--- src/hw/smrb_defs.svh ---
`ifndef SMRB_DEFS_SVH
`define SMRB_DEFS_SVH
// Device register offsets
`define REG_ALARM 8'h00
`define REG_IMASK 8'h01
`define REG_ICAUSE 8'h02
`define REG_WDCTL 8'h04
`define REG_DEVCTL 8'h06
`define REG_WDTO 8'h07
`define REG_ADC 8'h08
`define REG_ADCTH 8'h09
`define REG_MARG12 8'h0e
`define REG_MARG34 8'h0f
// Unlock keys written to the alarm register
`define KEY_ENABLE 8'hbb
`define KEY_SERVICE 8'haa
// Field positions
`define BIT_OTEMP 6
`define BIT_ADCAL 5
`define BIT_WDTO 0
`define BIT_GIE 5
`define BIT_GPO 1
`define BIT_GPI 0
`define WD_EN 3
`define WD_IMSK 2
`define WD_SVC 0
// Writable bits
`define IMASK_WMASK 8'h7e
`define DEVCTL_WMASK 8'h72
`define MARG12_WMASK 8'hf7
`define MARG34_WMASK 8'h7f
`define M1_MAX_CODE 3'h4
// Reset values
`define RST_BYTE 8'h00
`define RST_WDTO 8'hff
// Times
`define CLK_KHZ 200_000
`define WD_TICK_MS 125
`define ADC_PERSIST_MS 3
`define ADC_REFRESH_MS 10
// Host side
`define LK_HALF_CYC 12
`define H_CMD 12'h000
`define H_STAT 12'h004
`define H_WR_BIT 16
`define H_BUSY_BIT 0
`define H_DONE_BIT 1
`define H_INT_BIT 2
`endif

--- src/hw/smrb_pkg.sv ---
package smrb_pkg;
  typedef logic [7:0] byte_t;
  typedef enum {LK_IDLE, LK_SETUP, LK_HIGH, LK_LOW, LK_WAIT} lk_state_e;
endpackage

--- src/hw/smrb_link_if.sv ---
`timescale 1ns/10ps
`default_nettype none
interface smrb_link_if;
  logic lk_clk;
  logic lk_sel;
  logic lk_wr;
  logic [7:0] lk_addr;
  logic [7:0] lk_wdata;
  logic [7:0] lk_rdata;
  logic int_o;
  logic int_oe;
  logic int_line;
  // Open-drain line with pull-up
  assign int_line = int_oe ? int_o : 1'b1;
  modport host (output lk_clk, lk_sel, lk_wr, lk_addr, lk_wdata,
                input lk_rdata, int_line);
  modport dev (input lk_clk, lk_sel, lk_wr, lk_addr, lk_wdata,
               output lk_rdata, int_o, int_oe);
endinterface
`default_nettype wire

--- src/hw/smrb_device.sv ---
// The APB register port is this design's own decision.
`timescale 1ns/10ps
`default_nettype none
`include "smrb_defs.svh"
module smrb_device
  import smrb_pkg::*;
#(
  parameter int WD_TICK_CYC = `WD_TICK_MS * `CLK_KHZ,
  parameter int ADC_PERSIST_CYC = `ADC_PERSIST_MS * `CLK_KHZ,
  parameter int ADC_REFRESH_CYC = `ADC_REFRESH_MS * `CLK_KHZ
) (
  // Clock and reset
  input wire logic pclk,
  input wire logic presetn,
  // Link
  smrb_link_if.dev lk,
  // Monitored conditions
  input wire logic [7:0] adc_sample,
  input wire logic over_temp_in,
  input wire logic primary_gp_input_pin,
  // Controls
  output logic primary_gp_output_pin,
  output logic [7:0] margin_12,
  output logic [7:0] margin_34,
  output logic wd_expired
);
  logic [2:0] clk_sy_r;
  logic [17:0] req_s1_r, req_s2_r;
  logic [7:0] adc_s1_r, adc_s2_r;
  logic [1:0] ot_sy_r, gpi_sy_r;
  logic rise, wr_acc, rd_acc;
  logic [7:0] addr, wdata, rd_val;
  byte_t imask_r, devctl_r, wdto_r, adcth_r, adc_reg_r, rdata_r;
  byte_t cause_r;
  logic [3:0] wd_cfg_r, wd_stage_r;
  logic wd_svc_r, last04_r, wd_load, wd_enable_key, wd_service_key;
  logic [7:0] wd_cnt_r;
  logic [31:0] tick_r, persist_r, refresh_r;
  logic wd_expire, adc_al_r, ot_prev_r, adc_al_prev_r;
  logic [7:0] cause_set;
  logic int_pend_r;

  // Link inputs cross in two flip-flops; request words are held still
  // for half a link period around the edge, so bitwise sync is safe.
  always_ff @(posedge pclk or negedge presetn) begin
    if (!presetn) begin
      clk_sy_r <= 3'h0;
      req_s1_r <= 18'h0_0000;
      req_s2_r <= 18'h0_0000;
      adc_s1_r <= `RST_BYTE;
      adc_s2_r <= `RST_BYTE;
      ot_sy_r <= 2'h0;
      gpi_sy_r <= 2'h0;
    end else begin
      clk_sy_r <= {clk_sy_r[1:0], lk.lk_clk};
      req_s1_r <= {lk.lk_sel, lk.lk_wr, lk.lk_addr, lk.lk_wdata};
      req_s2_r <= req_s1_r;
      adc_s1_r <= adc_sample;
      adc_s2_r <= adc_s1_r;
      ot_sy_r <= {ot_sy_r[0], over_temp_in};
      gpi_sy_r <= {gpi_sy_r[0], primary_gp_input_pin};
    end
  end

  assign rise = clk_sy_r[1] & ~clk_sy_r[2];
  assign addr = req_s2_r[15:8];
  assign wdata = req_s2_r[7:0];
  assign wr_acc = rise & req_s2_r[17] & req_s2_r[16];
  assign rd_acc = rise & req_s2_r[17] & ~req_s2_r[16];

  assign wd_enable_key = wr_acc && addr == `REG_ALARM &&
                         wdata == `KEY_ENABLE && last04_r &&
                         !wd_cfg_r[`WD_EN];
  assign wd_service_key = wr_acc && addr == `REG_ALARM &&
                          wdata == `KEY_SERVICE && last04_r &&
                          wd_svc_r && wd_cfg_r[`WD_EN];

  // Plain read/write registers
  always_ff @(posedge pclk or negedge presetn) begin
    if (!presetn) begin
      imask_r <= `RST_BYTE;
      devctl_r <= `RST_BYTE;
      wdto_r <= `RST_WDTO;
      adcth_r <= `RST_BYTE;
      margin_12 <= `RST_BYTE;
      margin_34 <= `RST_BYTE;
    end else if (wr_acc) begin
      case (addr)
        `REG_IMASK: imask_r <= wdata & `IMASK_WMASK;
        `REG_DEVCTL: devctl_r <= wdata & `DEVCTL_WMASK;
        `REG_WDTO: wdto_r <= wdata;
        `REG_ADCTH: adcth_r <= wdata;
        `REG_MARG12: begin
          margin_12 <= {wdata[7:3], (wdata[2:0] <= `M1_MAX_CODE) ?
                        wdata[2:0] : margin_12[2:0]} & `MARG12_WMASK;
        end
        `REG_MARG34: margin_34 <= wdata & `MARG34_WMASK;
        default: ;
      endcase
    end
  end

  // Watchdog staging; alarm register itself has no storage to alter
  always_ff @(posedge pclk or negedge presetn) begin
    if (!presetn) begin
      wd_cfg_r <= 4'h0;
      wd_stage_r <= 4'h0;
      wd_svc_r <= 1'b0;
      last04_r <= 1'b0;
    end else if (wr_acc) begin
      last04_r <= addr == `REG_WDCTL;
      if (addr == `REG_WDCTL) begin
        wd_svc_r <= wdata[`WD_SVC];
        if (!wd_cfg_r[`WD_EN]) begin
          wd_stage_r <= wdata[4:1];
        end
      end
      if (wd_enable_key) begin
        wd_cfg_r <= wd_stage_r;
      end
      if (wd_service_key) begin
        wd_svc_r <= 1'b0;
      end
    end
  end

  // Countdown in 125 ms ticks; a new count waits for a reload point
  assign wd_load = wd_enable_key | wd_service_key;
  assign wd_expire = wd_cfg_r[`WD_EN] && tick_r == 32'(WD_TICK_CYC - 1)
                     && wd_cnt_r <= 8'h01;
  always_ff @(posedge pclk or negedge presetn) begin
    if (!presetn) begin
      tick_r <= 32'h0000_0000;
      wd_cnt_r <= `RST_WDTO;
      wd_expired <= 1'b0;
    end else begin
      wd_expired <= wd_expire;
      if (wd_load) begin
        tick_r <= 32'h0000_0000;
        wd_cnt_r <= wdto_r;
      end else if (wd_cfg_r[`WD_EN]) begin
        if (tick_r == 32'(WD_TICK_CYC - 1)) begin
          tick_r <= 32'h0000_0000;
          // A zero count would expire on every tick
          wd_cnt_r <= wd_expire ? wdto_r : wd_cnt_r - 8'h01;
        end else begin
          tick_r <= tick_r + 32'h0000_0001;
        end
      end
    end
  end

  // ADC register refresh and threshold persistence
  always_ff @(posedge pclk or negedge presetn) begin
    if (!presetn) begin
      refresh_r <= 32'h0000_0000;
      adc_reg_r <= `RST_BYTE;
    end else if (refresh_r == 32'(ADC_REFRESH_CYC - 1)) begin
      refresh_r <= 32'h0000_0000;
      adc_reg_r <= adc_s2_r;
    end else begin
      refresh_r <= refresh_r + 32'h0000_0001;
    end
  end

  always_ff @(posedge pclk or negedge presetn) begin
    if (!presetn) begin
      persist_r <= 32'h0000_0000;
      adc_al_r <= 1'b0;
    end else if (adc_s2_r > adcth_r) begin
      if (persist_r == 32'(ADC_PERSIST_CYC - 1)) begin
        adc_al_r <= 1'b1;
      end else begin
        persist_r <= persist_r + 32'h0000_0001;
      end
    end else begin
      persist_r <= 32'h0000_0000;
      adc_al_r <= 1'b0;
    end
  end

  // Sticky causes: a new event wins over a clearing read
  always_comb begin
    cause_set = 8'h00;
    cause_set[`BIT_OTEMP] = ot_sy_r[1] & ~ot_prev_r &
                            imask_r[`BIT_OTEMP];
    cause_set[`BIT_ADCAL] = adc_al_r & ~adc_al_prev_r &
                            imask_r[`BIT_ADCAL];
    cause_set[`BIT_WDTO] = wd_expire & wd_cfg_r[`WD_IMSK];
  end

  always_ff @(posedge pclk or negedge presetn) begin
    if (!presetn) begin
      ot_prev_r <= 1'b0;
      adc_al_prev_r <= 1'b0;
      cause_r <= `RST_BYTE;
      int_pend_r <= 1'b0;
    end else begin
      ot_prev_r <= ot_sy_r[1];
      adc_al_prev_r <= adc_al_r;
      if (rd_acc && addr == `REG_ICAUSE) begin
        cause_r <= cause_set;
      end else begin
        cause_r <= cause_r | cause_set;
      end
      int_pend_r <= devctl_r[`BIT_GIE] && cause_r != 8'h00 &&
                    !(rd_acc && addr == `REG_ICAUSE);
    end
  end

  assign lk.int_o = 1'b0;
  assign lk.int_oe = int_pend_r;
  assign primary_gp_output_pin = devctl_r[`BIT_GPO];

  always_comb begin
    rd_val = `RST_BYTE;
    case (addr)
      `REG_ALARM: begin
        rd_val[`BIT_OTEMP] = ot_sy_r[1];
        rd_val[`BIT_ADCAL] = adc_al_r;
      end
      `REG_IMASK: rd_val = imask_r;
      `REG_ICAUSE: rd_val = cause_r;
      `REG_WDCTL: rd_val = {3'h0, wd_cfg_r, wd_svc_r};
      `REG_DEVCTL: begin
        rd_val = devctl_r;
        rd_val[`BIT_GPI] = gpi_sy_r[1];
      end
      `REG_WDTO: rd_val = wdto_r;
      `REG_ADC: rd_val = adc_reg_r;
      `REG_ADCTH: rd_val = adcth_r;
      `REG_MARG12: rd_val = margin_12;
      `REG_MARG34: rd_val = margin_34;
      default: rd_val = `RST_BYTE;
    endcase
  end

  always_ff @(posedge pclk or negedge presetn) begin
    if (!presetn) begin
      rdata_r <= `RST_BYTE;
    end else if (rd_acc) begin
      rdata_r <= rd_val;
    end
  end
  assign lk.lk_rdata = rdata_r;
endmodule // smrb_device
`default_nettype wire

--- src/flat_wrapper.sv ---
// flat-port wrapper written by rule: the top's interface ports become plain ports
module smrb_device_flat import smrb_pkg::*;
#(
  parameter int WD_TICK_CYC = `WD_TICK_MS * `CLK_KHZ,
  parameter int ADC_PERSIST_CYC = `ADC_PERSIST_MS * `CLK_KHZ,
  parameter int ADC_REFRESH_CYC = `ADC_REFRESH_MS * `CLK_KHZ
)
  (pclk, presetn, adc_sample, over_temp_in, primary_gp_input_pin, primary_gp_output_pin, margin_12, margin_34, wd_expired, lk_lk_clk, lk_lk_sel, lk_lk_wr, lk_lk_addr, lk_lk_wdata, lk_lk_rdata, lk_int_o, lk_int_oe);
  smrb_link_if lk_i ();
  input wire logic pclk;
  input wire logic presetn;
  input wire logic [7:0] adc_sample;
  input wire logic over_temp_in;
  input wire logic primary_gp_input_pin;
  output logic primary_gp_output_pin;
  output logic [7:0] margin_12;
  output logic [7:0] margin_34;
  output logic wd_expired;
  input wire logic [$bits(lk_i.lk_clk)-1:0] lk_lk_clk;
  input wire logic [$bits(lk_i.lk_sel)-1:0] lk_lk_sel;
  input wire logic [$bits(lk_i.lk_wr)-1:0] lk_lk_wr;
  input wire logic [$bits(lk_i.lk_addr)-1:0] lk_lk_addr;
  input wire logic [$bits(lk_i.lk_wdata)-1:0] lk_lk_wdata;
  output wire logic [$bits(lk_i.lk_rdata)-1:0] lk_lk_rdata;
  output wire logic [$bits(lk_i.int_o)-1:0] lk_int_o;
  output wire logic [$bits(lk_i.int_oe)-1:0] lk_int_oe;
  assign lk_i.lk_clk = lk_lk_clk;
  assign lk_i.lk_sel = lk_lk_sel;
  assign lk_i.lk_wr = lk_lk_wr;
  assign lk_i.lk_addr = lk_lk_addr;
  assign lk_i.lk_wdata = lk_lk_wdata;
  assign lk_lk_rdata = lk_i.lk_rdata;
  assign lk_int_o = lk_i.int_o;
  assign lk_int_oe = lk_i.int_oe;
  smrb_device #(.WD_TICK_CYC(WD_TICK_CYC), .ADC_PERSIST_CYC(ADC_PERSIST_CYC), .ADC_REFRESH_CYC(ADC_REFRESH_CYC)) u_core (.pclk(pclk), .presetn(presetn), .lk(lk_i), .adc_sample(adc_sample), .over_temp_in(over_temp_in), .primary_gp_input_pin(primary_gp_input_pin), .primary_gp_output_pin(primary_gp_output_pin), .margin_12(margin_12), .margin_34(margin_34), .wd_expired(wd_expired));
endmodule
--- config.mk ---
export PLATFORM = sky130hd
export DESIGN_NAME = smrb_device_flat
export DESIGN_NICKNAME = d
export VERILOG_FILES = /design/src/hw/smrb_pkg.sv /design/src/hw/smrb_link_if.sv /design/src/hw/smrb_device.sv /design/src/flat_wrapper.sv
export VERILOG_INCLUDE_DIRS = /design/src /design/src/hw
export SDC_FILE = /design/constraint.sdc
export NUM_CORES = 1
export LEC_CHECK = 0
export BUFFER_PORTS_ARGS = -buffer_cell sky130_fd_sc_hd__buf_2
export CORE_ASPECT_RATIO = 1.25
export CORE_MARGIN = 2
export CORE_UTILIZATION = 60
export DETAILED_ROUTE_END_ITERATION = 10
export GPL_TIMING_DRIVEN = 0
export PLACE_DENSITY = 0.75
export SLEW_MARGIN = 0
export SYNTH_ARGS = -nofsm -noshare
export SYNTH_HDL_FRONTEND = slang
export SYNTH_SLANG_ARGS = --single-unit
--- constraint.sdc ---
create_clock -name pclk -period 3.6 [get_ports pclk]
set_clock_uncertainty 0.15 [all_clocks]
set_input_delay 1.08 -clock pclk [delete_from_list [all_inputs] [get_ports pclk]]
set_output_delay 1.08 -clock pclk [all_outputs]
set_load 0.01 [all_outputs]
==> impl_results.md <==
* Main synth FF type: dfrtp_1
* Setup slack, reg-to-reg at 0.21 ns
* Global Route Usage Sum at 24.2%
* Comb power frac at 3.3%
* Num CTS Buffers at 23
* Hold Crit Start: u_core.req_s1_r[1]
* Hold crit path type: flop to flop
* Peak Freq at 0.295 GHz
* Worst hold path depth at 0
* Reg-to-Reg End: u_core.margin_34[3]
* CP peak stage delay at 1.10 ns
* P per Cell Area at 463 nW/um2
* Final wirelength at 21900 um
* Num Clock Sinks at 237
* Initial antenna violation count at 0
* Status: completed
* Worst Hold End: u_core.req_s2_r[1]
* Net Sw Power at 1.16 mW
* Syn. warnings at 0
* Sequential power share at 49.9%
* Register area share after synthesis at 56.5%
* CP startpoint kind: flop
* Commonest non-fill, non-tap cell in the layout: dfrtp_1
* CP max-delay cell: nor4_1
* Post-CTS Resized at 0
* Post-CTS Hold Fix Bufs at 0
* First-pass iteration count of the detailed router at 5
* Hpwl dp at 15100 um
* Synth Instances at 967
* Yosys top cell by area: dfrtp_1
* Nets at 1094
* Fraction of layout cells with a size suffix above 1 at 16.5%
* Seq cells post-synth at 237
* Iter 0 DRT Violations at 636
* Crit path cell chain: nor4_1, nand2_1, nor2_1, and3_1, clkbuf_1, mux2_2
* Clock power frac at 46.9%
* CORE AREA at 17400 um2
* Fin crit period at 3.39 ns
* Final setup TNS at 0 ns
* Top delay family on crit path: simple AND/OR/NAND/NOR gates
* DRC violations left at 0
* Worst Setup End Kind: flop
* Worst Path Max Fanout at 7
* Die span in x at 123 um
* Crit path required time at 3.84 ns
* Initial core utilization at 60.7%
* Syn_area_per_cell at 10.9 um2
* Setup ws final at 0.210 ns
* Die Span Y at 152 um
* Final ANT Viol Nets at 0
* Slew Limit Fails at 0
* Synth top area share at 52.5%
* Final GP Congestion at 0.909
* Cell variety after synth at 68
* Synth-to-Final Area Change at 13.5%
* Leakage at 5.30 nW
* Vias in the first global route at 7392
* Grt ovf at 0
* Fin area at 12000 um2
* Bufs on Longest Clock Path at 3
* Max IR drop VDD at 0.569 mV
* Synth top area cells: dfrtp_1 52%, xnor2_1 4.9%, mux2_2 4.6%
* Wire per inst at 17.0 um
* WP buf/inv at 1
* Setup WS pre-CTS at 0.251 ns
* Internal power at 4.37 mW
* Endpoints failing hold at 0
* Final period util at 94.2%
* Die Footprint at 18600 um2
* Post-DP Area at 11100 um2
* Final setup vio count at 0
* Pin count of the biggest net entering global routing at 131
* First-pass GRT wire length at 36400 um
* CTS tree: done
* Most frequent cells in the layout: 221 x dfrtp_1, 112 x nor2_1, 87 x nand2_1, 59 x xnor2_1, 58 x buf_2
* Clock transition at path regs at 0.06 ns
* Max_cap viols at 0
* Routed vias/inst at 5.75
* Post-synth ARST share at 100%
* Worst Max-Slew Pin Slew at 1.32 ns
* WP data arrival at 3.63 ns
* R2r worst-path depth at 6
* Reg2reg start: u_core.req_s2_r[15]
* Sw frac at 21.0%
* Unrepaired setup endpoints after global routing: no
* EDFF count, synth at 0
* WHS at 0.192 ns
* Root buf cell: clkbuf_16
* Num rows at 54
* I/O Pins at 59
* Vias post-DR at 7409
* Ant diodes at 0
* Rel. slew slack at 11.3%
* Port Buf Inserts at 55
* Post-CTS Setup Repair Bufs at 0
* H-tree level count at 1
* Crit path kind: flop to flop
* Synth Cell Area at 10500 um2
* Skew-Pair Late Insertion Delay at 0.51 ns
cell families (layout without fill, tap and decap cells):
kind of cell	Yosys count	after routing	synth area share, %
and+or+nand+nor	399	399	19.3
DFF	237	237	56.5
AOI/OAI and AO/OA	112	112	7.10
xor gates and xnor gates	81	81	6.73
buffers and inverters	67	163	2.72
muxes	57	57	6.05
adders and majority gates	13	13	1.54
other	1	3	0.0356
sequential cells by signal, summed over array words and instances, names as in the netlist, 18 cells and up:
name	flops
u_core.refresh_r	32
u_core.persist_r	32
u_core.tick_r	32
u_core.req_s2_r	18
u_core.req_s1_r	18
worst register-to-register path, stage by stage, from the launching register on:
cell and delay, ns:
dfrtp_1 0.38, nor4_1 1.10, nand2_1 0.28, nor2_1 0.36, and3_1 0.20, clkbuf_1 0.41, mux2_2 0.40
worst max-delay path by stage:
stage	to	slack, ns	startpoint	depth (start not counted)
2_1_floorplan	u_core.tick_r[22]	0.82	u_core.req_s2_r[15]	8
3_3_place_gp	u_core.refresh_r[29]	-2.70	presetn	1
3_5_place_dp	u_core.wd_cnt_r[0]	0.25	u_core.req_s2_r[1]	6
4_1_cts	u_core.wd_cnt_r[4]	0.23	u_core.req_s2_r[1]	8
5_1_grt	u_core.wd_cnt_r[2]	0.02	u_core.req_s2_r[1]	8
6_report	u_core.margin_34[3]	0.21	u_core.req_s2_r[15]	6
synth_stat cells (all sizes together), types with 5 or more instances:
master,count
a211oi,8
a21oi,15
a22oi,6
a31oi,5
and3,14
and4,13
buf,14
clkbuf,25
dfrtp,221
dfstp,16
ha,13
inv,28
mux2,43
mux2i,13
nand2,87
nand2b,7
nand3,36
nand4,26
nor2,112
nor2b,10
nor3,38
nor4,22
nor4b,11
o21ai,44
xnor2,59
xor2,22
power by group through the flow:
stage / Combinational [mW] / Sequential, mW / Clock (mW)
finish: 0.182 / 2.76 / 2.59
global route: 0.210 / 2.76 / 2.75
CTS: 0.186 / 2.76 / 2.64
detailed placement: 0.185 / 2.81 / 0
global placement: 0.177 / 2.81 / 0
floorplan: 0.0862 / 2.79 / 0
final cells by class:
class,count,area (um2)
buffer,39,181
clock buffer,30,632
clock inverter,10,184
fill,1280,5410
inverter,28,105
multi-input combinational,665,4310
sequential,237,5950
tap,224,280
timing repair buffer,56,313
per-stage QoR:
step	power [mW]	instances	utilization (%)
floorplan	2.88	969	-
global placement	2.98	1248	63.9
detailed placement	2.99	1249	64.1
CTS	5.59	1289	68.8
global route	5.72	1289	68.9
finish	5.53	1289	68.9
layer usage:
metal | track usage (%) | part of all wire (%) | up-vias
met3 | 2.92 | 4.0 | 44
met1 | 34.1 | 45 | 3636
met5 | 0 | 0 | -
met4 | 7.66 | 2.5 | 0
li1 | - | - | 3567
met2 | 39.4 | 49 | 162
Power figures use the tool's default switching activity.
